## config.mk

```make
export PLATFORM = sky130hd
export DESIGN_NAME = mpr_top
export DESIGN_NICKNAME = d
export VERILOG_FILES = /design/src/logic/mpr_pin.v /design/src/logic/mpr_top.v
export VERILOG_INCLUDE_DIRS = /design/src /design/src/inc
export SDC_FILE = /design/constraint.sdc
export NUM_CORES = 1
export LEC_CHECK = 0
export BUFFER_PORTS_ARGS = -buffer_cell sky130_fd_sc_hd__buf_2
export CAP_MARGIN = 20
export CORE_MARGIN = 2
export CORE_UTILIZATION = 30
export DETAILED_ROUTE_END_ITERATION = 10
export SLEW_MARGIN = 20
export SYNTH_ARGS = -nofsm -noshare
export SYNTH_HDL_FRONTEND = slang
export SYNTH_SLANG_ARGS = --single-unit
```

## constraint.sdc

```tcl
create_clock -name sys_clk_in -period 1.4 [get_ports sys_clk_in]
set_input_delay 0.07 -clock sys_clk_in [delete_from_list [all_inputs] [get_ports sys_clk_in]]
set_output_delay 0.07 -clock sys_clk_in [all_outputs]
set_load 0.02 [all_outputs]
```

## src/inc/mpr_regs.vh

```
// Register offsets, field positions, reset values and sizes of the multipurpose pin block.
`ifndef MPR_REGS_VH
`define MPR_REGS_VH

// Byte offsets of the registers on the register port.
`define MPR_PIN0_CFG_ADDR 8'h72
`define MPR_PIN5_CFG_ADDR 8'h77
`define MPR_PIN6_CFG_ADDR 8'h78
`define MPR_PIN7_CFG_ADDR 8'h79
`define MPR_IRQ_STATUS_ADDR 8'h7a
`define MPR_BUCK1_ROUTE_ADDR 8'h7b
`define MPR_BUCK2_ROUTE_ADDR 8'h7c
`define MPR_BUCK3_ROUTE_ADDR 8'h7d
`define MPR_USB_ROUTE_ADDR 8'h7e

// Field positions inside a pin configuration register.
`define MPR_PIN_LEVEL_BIT 7
`define MPR_PIN_OUT_BIT 4
`define MPR_PIN_DRIVE_BIT 3
`define MPR_PIN_DIR_BIT 2
`define MPR_PIN_RES_BIT 1
`define MPR_PIN_PULL_BIT 0
`define MPR_PIN_CFG_WIDTH 5

// Field positions inside a routing register and the status register.
`define MPR_ROUTE_FLAG_BIT 7
`define MPR_ROUTE_SEL_WIDTH 7
`define MPR_STS_BUCK1_BIT 0
`define MPR_STS_BUCK2_BIT 1
`define MPR_STS_BUCK3_BIT 2
`define MPR_STS_USB_BIT 3

// Reset values.
`define MPR_CFG_RESET 5'h00
`define MPR_SEL_RESET 7'h00
`define MPR_FLAG_RESET 1'b0
`define MPR_RDATA_RESET 8'h00

// Sizes and timing counts.
`define MPR_NUM_PINS 8
`define MPR_NUM_SRC 4
`define MPR_PRIME_CYCLES 2'h3

`endif

```

## src/logic/mpr_pin.v

```verilog
// One multipurpose pin: its configuration register, input synchroniser and pad drive.
`timescale 1ns/100ps
`default_nettype none
`include "mpr_regs.vh"

module mpr_pin #(
	parameter [7:0] CFG_ADDR = 8'h72
) (
	input wire sys_clk_in,
	input wire resetn_in,
	input wire [7:0] reg_addr_in,
	input wire [7:0] reg_wdata_in,
	input wire reg_wr_in,
	input wire irq_routed_in,
	input wire irq_req_in,
	input wire pad_in,
	output reg pad_out,
	output reg pad_oe_out,
	output reg pull_en_out,
	output reg pull_up_out,
	output wire [7:0] readback_out
);

	reg [`MPR_PIN_CFG_WIDTH-1:0] cfg_reg;
	reg sync1_reg;
	reg sync2_reg;
	reg value_next;
	reg oe_next;
	reg out_next;
	reg pull_en_next;
	reg pull_up_next;
	wire dir_w;
	wire od_w;

	assign dir_w = cfg_reg[`MPR_PIN_DIR_BIT];
	assign od_w = cfg_reg[`MPR_PIN_DRIVE_BIT];

	// Level readback sits in bit 7, the written fields in the low bits, the rest read zero.
	assign readback_out = {sync2_reg, 2'b00, cfg_reg};

	// Pad drive: a routed pin carries the active-low request, otherwise the written value.
	always @* begin
		value_next = irq_routed_in ? ~irq_req_in : cfg_reg[`MPR_PIN_OUT_BIT];
		// Open drain pulls low for a 0 and releases for a 1; push-pull drives both levels.
		oe_next = dir_w & (od_w ? ~value_next : 1'b1);
		out_next = od_w ? 1'b0 : value_next;
		// The resistor only applies while the output buffer is off.
		pull_en_next = ~dir_w & cfg_reg[`MPR_PIN_RES_BIT];
		pull_up_next = pull_en_next & cfg_reg[`MPR_PIN_PULL_BIT];
	end

	// Configuration storage, pad sampling and registered pad controls.
	always @(posedge sys_clk_in or negedge resetn_in) begin
		if (!resetn_in) begin
			cfg_reg <= `MPR_CFG_RESET;
			sync1_reg <= 1'b0;
			sync2_reg <= 1'b0;
			pad_out <= 1'b0;
			pad_oe_out <= 1'b0;
			pull_en_out <= 1'b0;
			pull_up_out <= 1'b0;
		end else begin
			if (reg_wr_in && (reg_addr_in == CFG_ADDR)) begin
				cfg_reg <= reg_wdata_in[`MPR_PIN_CFG_WIDTH-1:0];
			end
			// The sensed level passes two flip-flops before anything reads it.
			sync1_reg <= pad_in;
			sync2_reg <= sync1_reg;
			pad_out <= out_next;
			pad_oe_out <= oe_next;
			pull_en_out <= pull_en_next;
			pull_up_out <= pull_up_next;
		end
	end

endmodule
`default_nettype wire

```

## src/logic/mpr_top.v

```verilog
// Multipurpose pin configuration and power-good interrupt routing onto the pins.
`timescale 1ns/100ps
`default_nettype none
`include "mpr_regs.vh"

module mpr_top (
	input wire sys_clk_in,
	input wire resetn_in,
	input wire [7:0] reg_addr_in,
	input wire [7:0] reg_wdata_in,
	input wire reg_wr_in,
	input wire reg_rd_in,
	output reg [7:0] reg_rdata_out,
	output reg reg_rvalid_out,
	input wire [2:0] power_good_in,
	input wire usb_input_ok_in,
	input wire [`MPR_NUM_PINS-1:0] pad_in,
	output wire [`MPR_NUM_PINS-1:0] pad_out,
	output wire [`MPR_NUM_PINS-1:0] pad_oe_out,
	output wire [`MPR_NUM_PINS-1:0] pull_en_out,
	output wire [`MPR_NUM_PINS-1:0] pull_up_out
);

	localparam SELW = `MPR_ROUTE_SEL_WIDTH;

	// Source order inside the flat vectors: buck1, buck2, buck3, usb input ok.
	wire [`MPR_NUM_SRC-1:0] src_raw_w;
	wire [`MPR_NUM_SRC-1:0] flag_w;
	wire [`MPR_NUM_SRC*SELW-1:0] sel_w;
	wire [(`MPR_NUM_SRC+1)*8-1:0] src_rd_acc_w;
	wire [`MPR_NUM_PINS*8-1:0] rb_w;
	wire [(`MPR_NUM_PINS+1)*8-1:0] pin_rd_acc_w;
	reg [1:0] prime_cnt_reg;
	reg [7:0] rdata_next;
	wire primed_w;

	assign src_raw_w = {usb_input_ok_in, power_good_in};
	assign primed_w = (prime_cnt_reg == `MPR_PRIME_CYCLES);
	assign src_rd_acc_w[7:0] = 8'h00;
	assign pin_rd_acc_w[7:0] = 8'h00;

	// Hold off change detection until the synchronisers carry real samples after reset.
	// Without it a source that is already high at release would raise a false flag.
	always @(posedge sys_clk_in or negedge resetn_in) begin
		if (!resetn_in) begin
			prime_cnt_reg <= 2'h0;
		end else if (!primed_w) begin
			prime_cnt_reg <= prime_cnt_reg + 2'h1;
		end
	end

	// One routing register and change detector per interrupt source.
	genvar gs;
	generate
		for (gs = 0; gs < `MPR_NUM_SRC; gs = gs + 1) begin : g_src
			// The offset sum is 32 bits wide; only its low byte is an address.
			localparam [31:0] RADDR_W = `MPR_BUCK1_ROUTE_ADDR + gs;
			localparam [7:0] RADDR = RADDR_W[7:0];
			reg sync1_reg;
			reg sync2_reg;
			reg prev_reg;
			reg flag_reg;
			reg [SELW-1:0] sel_reg;
			wire wr_hit_w;
			wire rd_hit_w;
			wire change_w;

			assign wr_hit_w = reg_wr_in && (reg_addr_in == RADDR);
			assign rd_hit_w = reg_rd_in && (reg_addr_in == RADDR);
			assign change_w = primed_w && (sync2_reg != prev_reg);

			// Sampling, select storage and the sticky change flag.
			always @(posedge sys_clk_in or negedge resetn_in) begin
				if (!resetn_in) begin
					sync1_reg <= 1'b0;
					sync2_reg <= 1'b0;
					prev_reg <= 1'b0;
					flag_reg <= `MPR_FLAG_RESET;
					sel_reg <= `MPR_SEL_RESET;
				end else begin
					sync1_reg <= src_raw_w[gs];
					sync2_reg <= sync1_reg;
					prev_reg <= sync2_reg;
					if (wr_hit_w) begin
						sel_reg <= reg_wdata_in[SELW-1:0];
					end
					// A change in the same cycle as the clearing read keeps the flag set.
					if (change_w) begin
						flag_reg <= 1'b1;
					end else if (rd_hit_w) begin
						flag_reg <= 1'b0;
					end
				end
			end

			assign flag_w[gs] = flag_reg;
			assign sel_w[gs*SELW +: SELW] = sel_reg;
			// Read view: flag in bit 7 above the seven select bits.
			assign src_rd_acc_w[(gs+1)*8 +: 8] = src_rd_acc_w[gs*8 +: 8] |
				((reg_addr_in == RADDR) ? {flag_reg, sel_reg} : 8'h00);
		end
	endgenerate

	// One pad per pin; only pins below the select width can carry routed interrupts.
	genvar gp;
	generate
		for (gp = 0; gp < `MPR_NUM_PINS; gp = gp + 1) begin : g_pin
			// The offset sum is 32 bits wide; only its low byte is an address.
			localparam [31:0] PADDR_W = `MPR_PIN0_CFG_ADDR + gp;
			localparam [7:0] PADDR = PADDR_W[7:0];
			wire routed_w;
			wire req_w;

			if (gp < SELW) begin : g_routed
				// Any source may select this pin; the pin reports their OR.
				assign routed_w = sel_w[gp] | sel_w[SELW+gp] |
					sel_w[2*SELW+gp] | sel_w[3*SELW+gp];
				assign req_w = (sel_w[gp] & flag_w[0]) |
					(sel_w[SELW+gp] & flag_w[1]) |
					(sel_w[2*SELW+gp] & flag_w[2]) |
					(sel_w[3*SELW+gp] & flag_w[3]);
			end else begin : g_plain
				assign routed_w = 1'b0;
				assign req_w = 1'b0;
			end

			mpr_pin #(
				.CFG_ADDR(PADDR)
			) u_pin (
				.sys_clk_in(sys_clk_in),
				.resetn_in(resetn_in),
				.reg_addr_in(reg_addr_in),
				.reg_wdata_in(reg_wdata_in),
				.reg_wr_in(reg_wr_in),
				.irq_routed_in(routed_w),
				.irq_req_in(req_w),
				.pad_in(pad_in[gp]),
				.pad_out(pad_out[gp]),
				.pad_oe_out(pad_oe_out[gp]),
				.pull_en_out(pull_en_out[gp]),
				.pull_up_out(pull_up_out[gp]),
				.readback_out(rb_w[gp*8 +: 8])
			);

			assign pin_rd_acc_w[(gp+1)*8 +: 8] = pin_rd_acc_w[gp*8 +: 8] |
				((reg_addr_in == PADDR) ? rb_w[gp*8 +: 8] : 8'h00);
		end
	endgenerate

	// Read mux: pin registers, routing registers and the summary status; other offsets read zero.
	always @* begin
		rdata_next = pin_rd_acc_w[`MPR_NUM_PINS*8 +: 8] | src_rd_acc_w[`MPR_NUM_SRC*8 +: 8];
		if (reg_addr_in == `MPR_IRQ_STATUS_ADDR) begin
			rdata_next = {4'h0, flag_w};
		end
	end

	// Read data is captured on the read strobe and held until the next read.
	always @(posedge sys_clk_in or negedge resetn_in) begin
		if (!resetn_in) begin
			reg_rdata_out <= `MPR_RDATA_RESET;
			reg_rvalid_out <= 1'b0;
		end else begin
			reg_rvalid_out <= reg_rd_in;
			if (reg_rd_in) begin
				reg_rdata_out <= rdata_next;
			end
		end
	end

endmodule
`default_nettype wire

```

==> results.py, run 1 <==
metrics = {
    "outcome": {
        "status": "finished, violations left",
        "failed_checks": "negative setup slack",
    },
    "global_route": {
        "overflow": 0,
        "grt_pass1_wl_mm": 27.2,
        "grt_pass1_vias": 4734,
        "antenna_found_initial": 0,
        "grt_usage_pct": 16.5,
        "grt_max_degree": 44,
    },
    "layout": {
        "areaGrowthSynthToFinish_pct": 23.6,
        "largest_register_ffs": 40,
        "drive_above_1_share_pct": 36.8,
        "fill_cells": 2099,
        "final_nets": 658,
        "diodes": 0,
        "final_area_sq_mm": 0.00780,
        "layout_commonest_cell": "dfrtp_1",
        "multi_input_area_sq_mm": 0.00235,
        "seq_area_sq_mm": 0.00358,
        "layout.cells.most_common_list": "dfrtp_1, buf_2, mux2_2, buf_4, nand2_1",
    },
    "hold_path": {
        "hold_class": "in2reg",
        "hold_depth": 3,
        "min-delay-start": "reg_wdata_in[3]",
        "hold_end": "g_pin[3].u_pin.cfg_reg[3]$_DFFE_PN0P_",
    },
    "synth": {
        "synthTopCellsByArea": "dfrtp_1, mux2_2, buf_4, a22oi_1, nand2_1",
        "ys_async_sr_fraction_pct": 100,
        "synth_fa_ha_area_share_pct": 0.198,
        "synth_top_family_by_area": "multiplexers",
        "yosys.area_share.simple_pct": 12.3,
        "synth_compound_area_share_pct": 10.3,
        "syn-num-nets": 555,
        "ys_dominant_reg_cell": "dfrtp_1",
        "ys_types": 49,
        "synth-seq-area-share_pct": 56.7,
        "synthXorXnorAreaFrac_pct": 0.694,
        "synthMuxAreaShare_pct": 13.4,
        "netlist.area_leader.share_pct": 56.7,
        "yosys_warnings": 0,
        "netlist_area_sq_mm": 0.00631,
        "synth_edf_count": 0,
        "ys_ff_latch": 143,
        "yosys.area.top_type": "dfrtp_1",
        "postSynthCellCount": 522,
        "synth.avg_cell_area_sq_um": 12.1,
    },
    "clocking": {
        "clkTransAtPathRegs_ps": 60,
        "cts_htree_levels": 4,
        "clkLatencyLatePin_ps": 420,
        "cts_root_buffer": "clkbuf_16",
        "clockBufferDepth": 2,
        "cts_buffers": 17,
        "clock-sinks": 143,
        "cts_tree": "built",
    },
    "worst_setup_path": {
        "path_cells": "or3b_4, a21oi_2, a31oi_1, or3_1, a31oi_1",
        "critical_path_depth": 5,
        "critPathLaunchType": "flip-flop",
        "critPathBufInv": 0,
        "critPathLaunch": "g_pin[0].u_pin.cfg_reg[4]$_DFFE_PN0P_",
        "cpLargestDelayFamily": "simple AND/OR/NAND/NOR gates",
        "slowest_delay_ps": 380,
        "path_common_cell": "a31oi_1",
        "required_ps": 1730,
        "cp-end-kind": "flip-flop",
        "r2r_cells": 5,
        "reg2reg_slack_ps": -100,
        "rr_endpoint": "reg_rdata_out[4]$_DFFE_PN0P_",
        "cp.arrival_ps": 1830,
        "critPathMaxFanout": 2,
        "worstSetupPathType": "reg2reg",
        "timing.rr.start": "g_pin[0].u_pin.cfg_reg[4]$_DFFE_PN0P_",
        "crit_slowest_cell": "or3b_4",
    },
    "floorplanning": {
        "start_util_pct": 30.3,
        "die_w_um": 149,
        "core_area_sq_mm": 0.0208,
        "row_count": 53,
        "die_h_um": 149,
        "die_area_sq_mm": 0.0222,
        "pin_count": 73,
    },
    "timing": {
        "skew_ps": 9.03,
        "hold_ws_ps": 74.7,
        "worstMarginPinSlew_ps": 455,
        "final-setup-viol-count": 1,
        "slew_violations": 0,
        "rsz0062_at_grt": "true",
        "fmax_ghz": 0.668,
        "period_needed_ps": 1500,
        "fin_ws_ps": -97.7,
        "slew_headroom_pct": 69.4,
        "hold_viol_final": 0,
        "period_share_pct": 107,
    },
    "pwr": {
        "power_density_mw_per_mm2": 1210,
        "ir_worst_vdd_v": 0.000825,
        "fin_total_pwr_mw": 9.43,
        "leakage_nw": 3.68,
    },
    "placement": {
        "numPortBuffers": 71,
        "place_hpwl_mm": 12.6,
        "place_area_sq_mm": 0.00711,
        "gp_congestion": 0.917,
    },
    "route": {
        "drt_first_pass_iters": 5,
        "wire_per_inst_um": 19.3,
        "drtAntennaViolNets": 0,
        "routed_wirelength_mm": 17.5,
        "vias_per_cell": 5.05,
        "route.detailed.drc": 0,
        "num_vias": 4573,
        "drt_iter0_drc": 420,
    },
    "job": {
        "drv_cap": 0,
    },
}
==> worst max-delay path by stage <==
stage / slack [ps] / endpoint
2_1_floorplan: 40 / g_pin[3].u_pin.cfg_reg[0]$_DFFE_PN0P_
3_3_place_gp: -230 / g_pin[5].u_pin.cfg_reg[0]$_DFFE_PN0P_
3_5_place_dp: -260 / g_pin[3].u_pin.cfg_reg[0]$_DFFE_PN0P_
4_1_cts: -80 / reg_rdata_out[4]$_DFFE_PN0P_
5_1_grt: -160 / reg_rdata_out[4]$_DFFE_PN0P_
6_report: -100 / reg_rdata_out[4]$_DFFE_PN0P_
==> timing repair <==
item | in CTS | in global routing
endpoints found under the setup margin | 1 | 8
hold buffers | 16 | 0
pin swaps | 2 | 1
buffers inserted | 0 | 0
hold endpoints to repair | 164 | 0
resized for setup | 1 | 7
==> cell usage after synthesis (5+ instances only) <==
cell and instances:
a21oi_1 10, a22o_1 5, a22oi_1 26, a31oi_1 5
a32oi_1 6, and2_1 9, buf_2 8, buf_4 36
clkbuf_1 13, dfrtp_1 143, inv_1 8, mux2_1 9
mux2_2 59, mux2i_1 8, nand2_1 30, nand3_1 17
nor2_1 22, nor2_2 6, nor2b_1 16, nor3_1 16
o21a_1 5, o21ai_0 10, o221ai_1 6
==> metal layers <==
layer  wire [um]  GRT usage (%)
met1        7770           21.8
met2        8260           26.3
met3         947           3.76
met4         471           6.67
met5           0              0
==> power breakdown <==
group	leakage (nW)	internal [mW]	switching [mW]
combinational	1.57	0.387	0.561
clock	0.254	2.42	1.58
sequential	1.86	4.34	0.143
total	3.68	7.15	2.28
==> cells by family after synthesis <==
kind of cell	after synthesis
mux	76
simple gates	140
compound gates	91
flops	143
xor+xnor	5
fa+ha+maj	1
buf+inv	66
==> worst reg2reg max path, stage by stage, from the launching register on <==
cell     delay, ps
dfrtp_1        350
or3b_4         380
a21oi_2        140
a31oi_1         70
or3_1          330
a31oi_1        150
==> area by class of cell <==
cell class	count	area share (%)
multi-input combinational	313	30.1
inverter	8	0.385
tap	275	4.41
clock buffer	23	6.39
timing repair buffer	142	12.6
clock inverter	2	0.128
sequential	143	45.9
==> through the flow <==
| step | setup WS (ps) | util (%) | TNS, ps | std cells |
|---|---|---|---|---|
| 4_1_cts | -81.4 | 37.4 | -81.4 | 906 |
| 3_3_place_gp | -230 | 34.1 | -11820 | 865 |
| 3_5_place_dp | -261 | 34.1 | -13530 | 865 |
| 5_1_grt | -156 | 37.4 | -156 | 906 |
| 6_report | -97.7 | 37.4 | -97.7 | 906 |
| 2_1_floorplan | 41.3 | - | 0 | 522 |
Power figures use the tool's default switching activity.
==> inputs of run 2 (changes only) <==
- REMOVE_ABC_BUFFERS: not set -> 1
==> results.py, run 2 (same netlist as run 1, synthesis figures left out) <==
metrics = {
    "floorplanning": {
        "row_count": 53,
        "die_h_um": 149,
        "pin_count": 73,
        "core_area_sq_mm": 0.0208,
        "die_w_um": 149,
        "die_area_sq_mm": 0.0222,
        "start_util_pct": 30.3,
    },
    "worst_setup_path": {
        "r2r_cells": 5,
        "required_ps": 1740,
        "cp.arrival_ps": 1830,
        "critPathLaunchType": "flip-flop",
        "worstSetupPathType": "reg2reg",
        "critPathMaxFanout": 2,
        "cp-end-kind": "flip-flop",
    },
    "placement": {
        "gp_congestion": 0.945,
        "dp_slack_ps": -293,
        "place_hpwl_mm": 12.7,
        "numPortBuffers": 71,
        "dpl.cell_count": 874,
    },
    "pwr": {
        "pwr-share-comb_pct": 9.2,
        "p_clk_share_pct": 47.0,
        "ir_worst_vdd_v": 0.000840,
        "pwr-share-seq_pct": 43.8,
        "p_int_mw": 7.72,
        "leakage_nw": 3.76,
        "power.switching_mw": 2.52,
        "power_density_mw_per_mm2": 1280,
        "p_sw_share_pct": 24.6,
    },
    "timing": {
        "hold_viol_final": 0,
        "fin_ws_ps": -90.5,
        "period_share_pct": 106,
        "worstMarginPinSlew_ps": 384,
        "rsz0062_at_grt": "true",
        "skew_ps": 6.19,
        "fmax_ghz": 0.671,
        "slew_violations": 0,
        "period_needed_ps": 1490,
        "final-setup-viol-count": 1,
        "slew_headroom_pct": 74.2,
    },
    "global_route": {
        "grt_usage_pct": 16.8,
        "grt_max_degree": 57,
        "overflow": 0,
        "grt_pass1_vias": 4714,
        "grt_pass1_wl_mm": 27.6,
        "antenna_found_initial": 0,
    },
    "route": {
        "drtAntennaViolNets": 0,
        "wl_met2_mm": 8.18,
        "route.detailed.drc": 0,
        "highest_layer": "met4",
        "routed_wirelength_mm": 17.7,
        "drt_iter0_drc": 395,
        "drt_first_pass_iters": 5,
        "vias_per_cell": 4.97,
        "num_vias": 4584,
        "wl_met1_mm": 8.07,
        "wl_met3_um": 970,
        "wire_per_inst_um": 19.2,
    },
    "clocking": {
        "clock-sinks": 143,
        "clkTransAtPathRegs_ps": 60,
        "cts_setup_buffers": 0,
        "clockBufferDepth": 2,
        "cts_htree_levels": 4,
        "clkLatencyLatePin_ps": 430,
        "cts_root_buffer": "clkbuf_16",
        "cts_tree": "built",
        "cts_buffers": 17,
    },
    "layout": {
        "final_nets": 667,
        "seq_area_sq_mm": 0.00358,
        "multi_input_area_sq_mm": 0.00234,
        "largest_register_ffs": 40,
        "stdcell_count": 922,
        "areaGrowthSynthToFinish_pct": 26.4,
        "drive_above_1_share_pct": 38.0,
        "fill_cells": 2050,
        "final_util_pct": 38.3,
        "diodes": 0,
        "layout_commonest_cell": "dfrtp_1",
        "layout.cells.most_common_list": "dfrtp_1, buf_2, buf_4, mux2_2, nand2_1",
    },
    "outcome": {
        "failed_checks": "negative setup slack",
        "status": "finished, violations left",
    },
    "hold_path": {
        "hold_class": "in2reg",
        "hold_depth": 3,
    },
    "job": {
        "drv_cap": 0,
    },
}
[run 2: cell types whose count changed in the layout (fill, tap and decap cells not counted), moves of 2 or more]
cell / delta
buf_4: +9
clkbuf_8: -5
bufinv_16: +4
clkinvlp_4: +3
clkinv_4: +2
inv_6: +2
[run 2: power groups by stage]
stage / Clock (mW) / Sequential [mW] / Combinational (mW)
2_1_floorplan: 0 / 4.59 / 0.320
3_3_place_gp: 0 / 4.55 / 0.898
3_5_place_dp: 0 / 4.55 / 0.911
4_1_cts: 4.91 / 4.48 / 0.949
5_1_grt: 5.09 / 4.51 / 1.03
6_report: 4.81 / 4.48 / 0.943
[run 2: through the flow]
| stage | setup TNS, ps | instance area, sq um | total power [mW] | hold WS (ps) |
|---|---|---|---|---|
| 4_1_cts | -88.0 | 7960 | 10.3 | 56.2 |
| 3_3_place_gp | -13510 | 7170 | 5.44 | -29.3 |
| 6_report | -90.5 | 7980 | 10.2 | 71.1 |
| 5_1_grt | -167 | 7980 | 10.6 | 94.3 |
| 3_5_place_dp | -15010 | 7170 | 5.46 | -28.8 |
| 2_1_floorplan | -2410 | 5940 | 4.91 | -226 |
[run 2: layer usage]
layer | global-route usage (%) | vias up
li1 | - | 2077
met1 | 23.0 | 2303
met2 | 26.0 | 171
met3 | 3.98 | 33
met4 | 6.24 | 0
met5 | 0 | -
[run 2: worst max-delay path, stage by stage (launching register included)]
cell	delay, ps
dfrtp_1	360
or3b_1	370
a21oi_2	140
a31oi_1	50
or3_1	340
a31oi_1	150
[run 2: worst paths after layout]
kind                                                       start                               endpoint  slack (ps)
min in group asynchronous                              resetn_in           g_src[1].sync1_reg$_DFF_PN0_          90
hold / removal                                   reg_wdata_in[3]  g_pin[3].u_pin.cfg_reg[3]$_DFFE_PN0P_          70
max in group asynchronous                              resetn_in  g_pin[7].u_pin.cfg_reg[1]$_DFFE_PN0P_         720
hold reg to reg               g_pin[4].u_pin.sync1_reg$_DFF_PN0_     g_pin[4].u_pin.sync2_reg$_DFF_PN0_         350
setup reg to reg           g_pin[0].u_pin.cfg_reg[4]$_DFFE_PN0P_           reg_rdata_out[4]$_DFFE_PN0P_         -90
setup / recovery           g_pin[0].u_pin.cfg_reg[4]$_DFFE_PN0P_           reg_rdata_out[4]$_DFFE_PN0P_         -90
[run 2: timing repair]
| action | in CTS | in global routing |
|---|---|---|
| gates resized for setup | 1 | 6 |
| hold buffers | 16 | 0 |
| hold endpoints to repair | 164 | 0 |
| setup endpoints to repair | 1 | 9 |
| pin swaps | 2 | 0 |
[run 2: cell type report]
type,count,share of cell area [%]
sequential,143,44.9
multi-input combinational,313,29.4
timing repair buffer,151,13.2
clock buffer,19,5.43
tap,275,4.31
clock inverter,13,2.35
inverter,8,0.377
==> inputs of run 3 (changes only) <==
==> constraint.sdc (replaced) <==
create_clock -name sys_clk_in -period 1.4 [get_ports sys_clk_in]
set_input_delay 0.28 -clock sys_clk_in [delete_from_list [all_inputs] [get_ports sys_clk_in]]
set_output_delay 0.28 -clock sys_clk_in [all_outputs]
set_load 0.02 [all_outputs]
==> results.py, run 3 (same netlist as run 1, synthesis figures left out) <==
metrics = {
    "outcome": {
        "status": "finished, violations left",
        "failed_checks": "negative setup slack",
    },
    "worst_setup_path": {
        "critPathMaxFanout": 7,
        "cp.arrival_ps": 1750,
        "required_ps": 1700,
        "critPathLaunchType": "primary input",
        "cp-end-kind": "flip-flop",
        "worstSetupPathType": "in2reg",
    },
    "timing": {
        "fmax_ghz": 0.692,
        "hold_viol_final": 0,
        "fin_ws_ps": -44.4,
        "rsz0062_at_grt": "true",
        "slew_violations": 0,
        "slew_headroom_pct": 74.6,
        "period_needed_ps": 1440,
        "skew_ps": 6.32,
        "final-setup-viol-count": 3,
        "timing.setup.tns_ps": -62.2,
        "period_share_pct": 103,
        "worstMarginPinSlew_ps": 381,
    },
    "route": {
        "drt_first_pass_iters": 5,
        "routed_wirelength_mm": 17.6,
        "wire_per_inst_um": 18.9,
        "drt_iter0_drc": 422,
        "route.detailed.drc": 0,
        "vias_per_cell": 4.92,
        "drtAntennaViolNets": 0,
        "num_vias": 4577,
    },
    "job": {
        "drv_cap": 0,
    },
    "pwr": {
        "power.switching_mw": 2.46,
        "ir_worst_vdd_v": 0.00123,
        "pwr-share-seq_pct": 44.5,
        "leakage_nw": 3.82,
        "fin_total_pwr_mw": 10.1,
        "p_sw_share_pct": 24.5,
        "p_clk_share_pct": 45.9,
        "power_density_mw_per_mm2": 1240,
        "pwr-share-comb_pct": 9.6,
        "p_int_mw": 7.61,
    },
    "floorplanning": {
        "die_area_sq_mm": 0.0222,
        "die_h_um": 149,
        "core_area_sq_mm": 0.0208,
        "pin_count": 73,
        "start_util_pct": 30.3,
        "row_count": 53,
        "die_w_um": 149,
    },
    "placement": {
        "place_hpwl_mm": 12.9,
        "gp_congestion": 0.978,
        "numPortBuffers": 71,
        "dp_slack_ps": -554,
    },
    "clocking": {
        "cts_buffers": 17,
        "cts_root_buffer": "clkbuf_16",
        "clkLatencyLatePin_ps": 420,
        "clockBufferDepth": 2,
        "clkTransAtPathRegs_ps": 60,
        "clock-sinks": 143,
        "cts_tree": "built",
        "cts_htree_levels": 4,
    },
    "layout": {
        "fill_cells": 2030,
        "diodes": 0,
        "layout_commonest_cell": "dfrtp_1",
        "largest_register_ffs": 40,
        "drive_above_1_share_pct": 40.1,
        "layout.cells.most_common_list": "dfrtp_1, buf_4, buf_2, mux2_2, nand2_1",
        "final_nets": 676,
        "areaGrowthSynthToFinish_pct": 28.6,
    },
    "global_route": {
        "overflow": 0,
        "grt_max_degree": 40,
        "grt_usage_pct": 16.9,
        "grt_pass1_vias": 4741,
        "antenna_found_initial": 0,
        "grt_pass1_wl_mm": 27.7,
    },
    "hold_path": {
        "hold_class": "in2reg",
    },
}
run 3: power groups by stage:
stage	Sequential (mW)	Clock [mW]	Combinational, mW
2_1_floorplan	4.59	0	0.320
3_3_place_gp	4.55	0	0.917
3_5_place_dp	4.55	0	0.929
4_1_cts	4.48	4.71	0.967
5_1_grt	4.50	4.93	1.06
6_report	4.48	4.62	0.971
run 3: timing repair:
action,in CTS,in global routing
hold buffers,13,0
resized for setup,8,9
gates cloned,0,0
setup buffers,0,2
pin swaps,2,2
endpoints found under the setup margin,22,8
endpoints found under the hold margin,47,0
run 3: metrics by stage:
stage / std cells / util (%) / hold WS (ps) / area, sq um
floorplan: 464 / - / -15.6 / 5940
detailed placement: 884 / 35.0 / 217 / 7300
global route: 931 / 39.0 / 127 / 8110
global placement: 884 / 35.0 / 208 / 7300
CTS: 929 / 38.7 / 127 / 8060
finish: 931 / 39.0 / 137 / 8110
run 3: worst max-delay path, stage by stage:
cell and delay [ps]:
buf_2 100, and4b_4 390, buf_4 180, nand2_1 170
o221ai_2 260, a211oi_2 70, a221oi_1 300
run 3: final cells by class:
type	instances	area (sq um)	area share, %
inverter	8	30.0	0.370
multi-input combinational	313	2380	29.4
sequential	143	3580	44.1
timing repair buffer	160	1170	14.4
clock inverter	12	159	1.96
clock buffer	20	447	5.51
tap	275	344	4.24
run 3: final timing paths:
path | end | from | slack [ps] | depth (start not counted)
worst max-delay path | reg_rdata_out[1]$_DFFE_PN0P_ | reg_addr_in[7] | -40 | 7
worst min-delay path | g_src[0].sel_reg[5]$_DFFE_PN0P_ | reg_wdata_in[5] | 140 | 2
worst min register to register | g_src[0].sync2_reg$_DFF_PN0_ | g_src[0].sync1_reg$_DFF_PN0_ | 350 | 0
worst max register to register | reg_rdata_out[4]$_DFFE_PN0P_ | g_pin[0].u_pin.cfg_reg[4]$_DFFE_PN0P_ | -10 | 5
min in group asynchronous | g_src[1].sync1_reg$_DFF_PN0_ | resetn_in | 330 | 2
max in group asynchronous | g_pin[3].u_pin.cfg_reg[4]$_DFFE_PN0P_ | resetn_in | 540 | 3
run 3: metal layers:
metal	routed length, um	track usage [%]	vias up
li1	-	-	2087
met1	8160	22.8	2310
met2	8300	26.7	158
met3	905	4.74	22
met4	233	4.52	0
met5	0	0	-
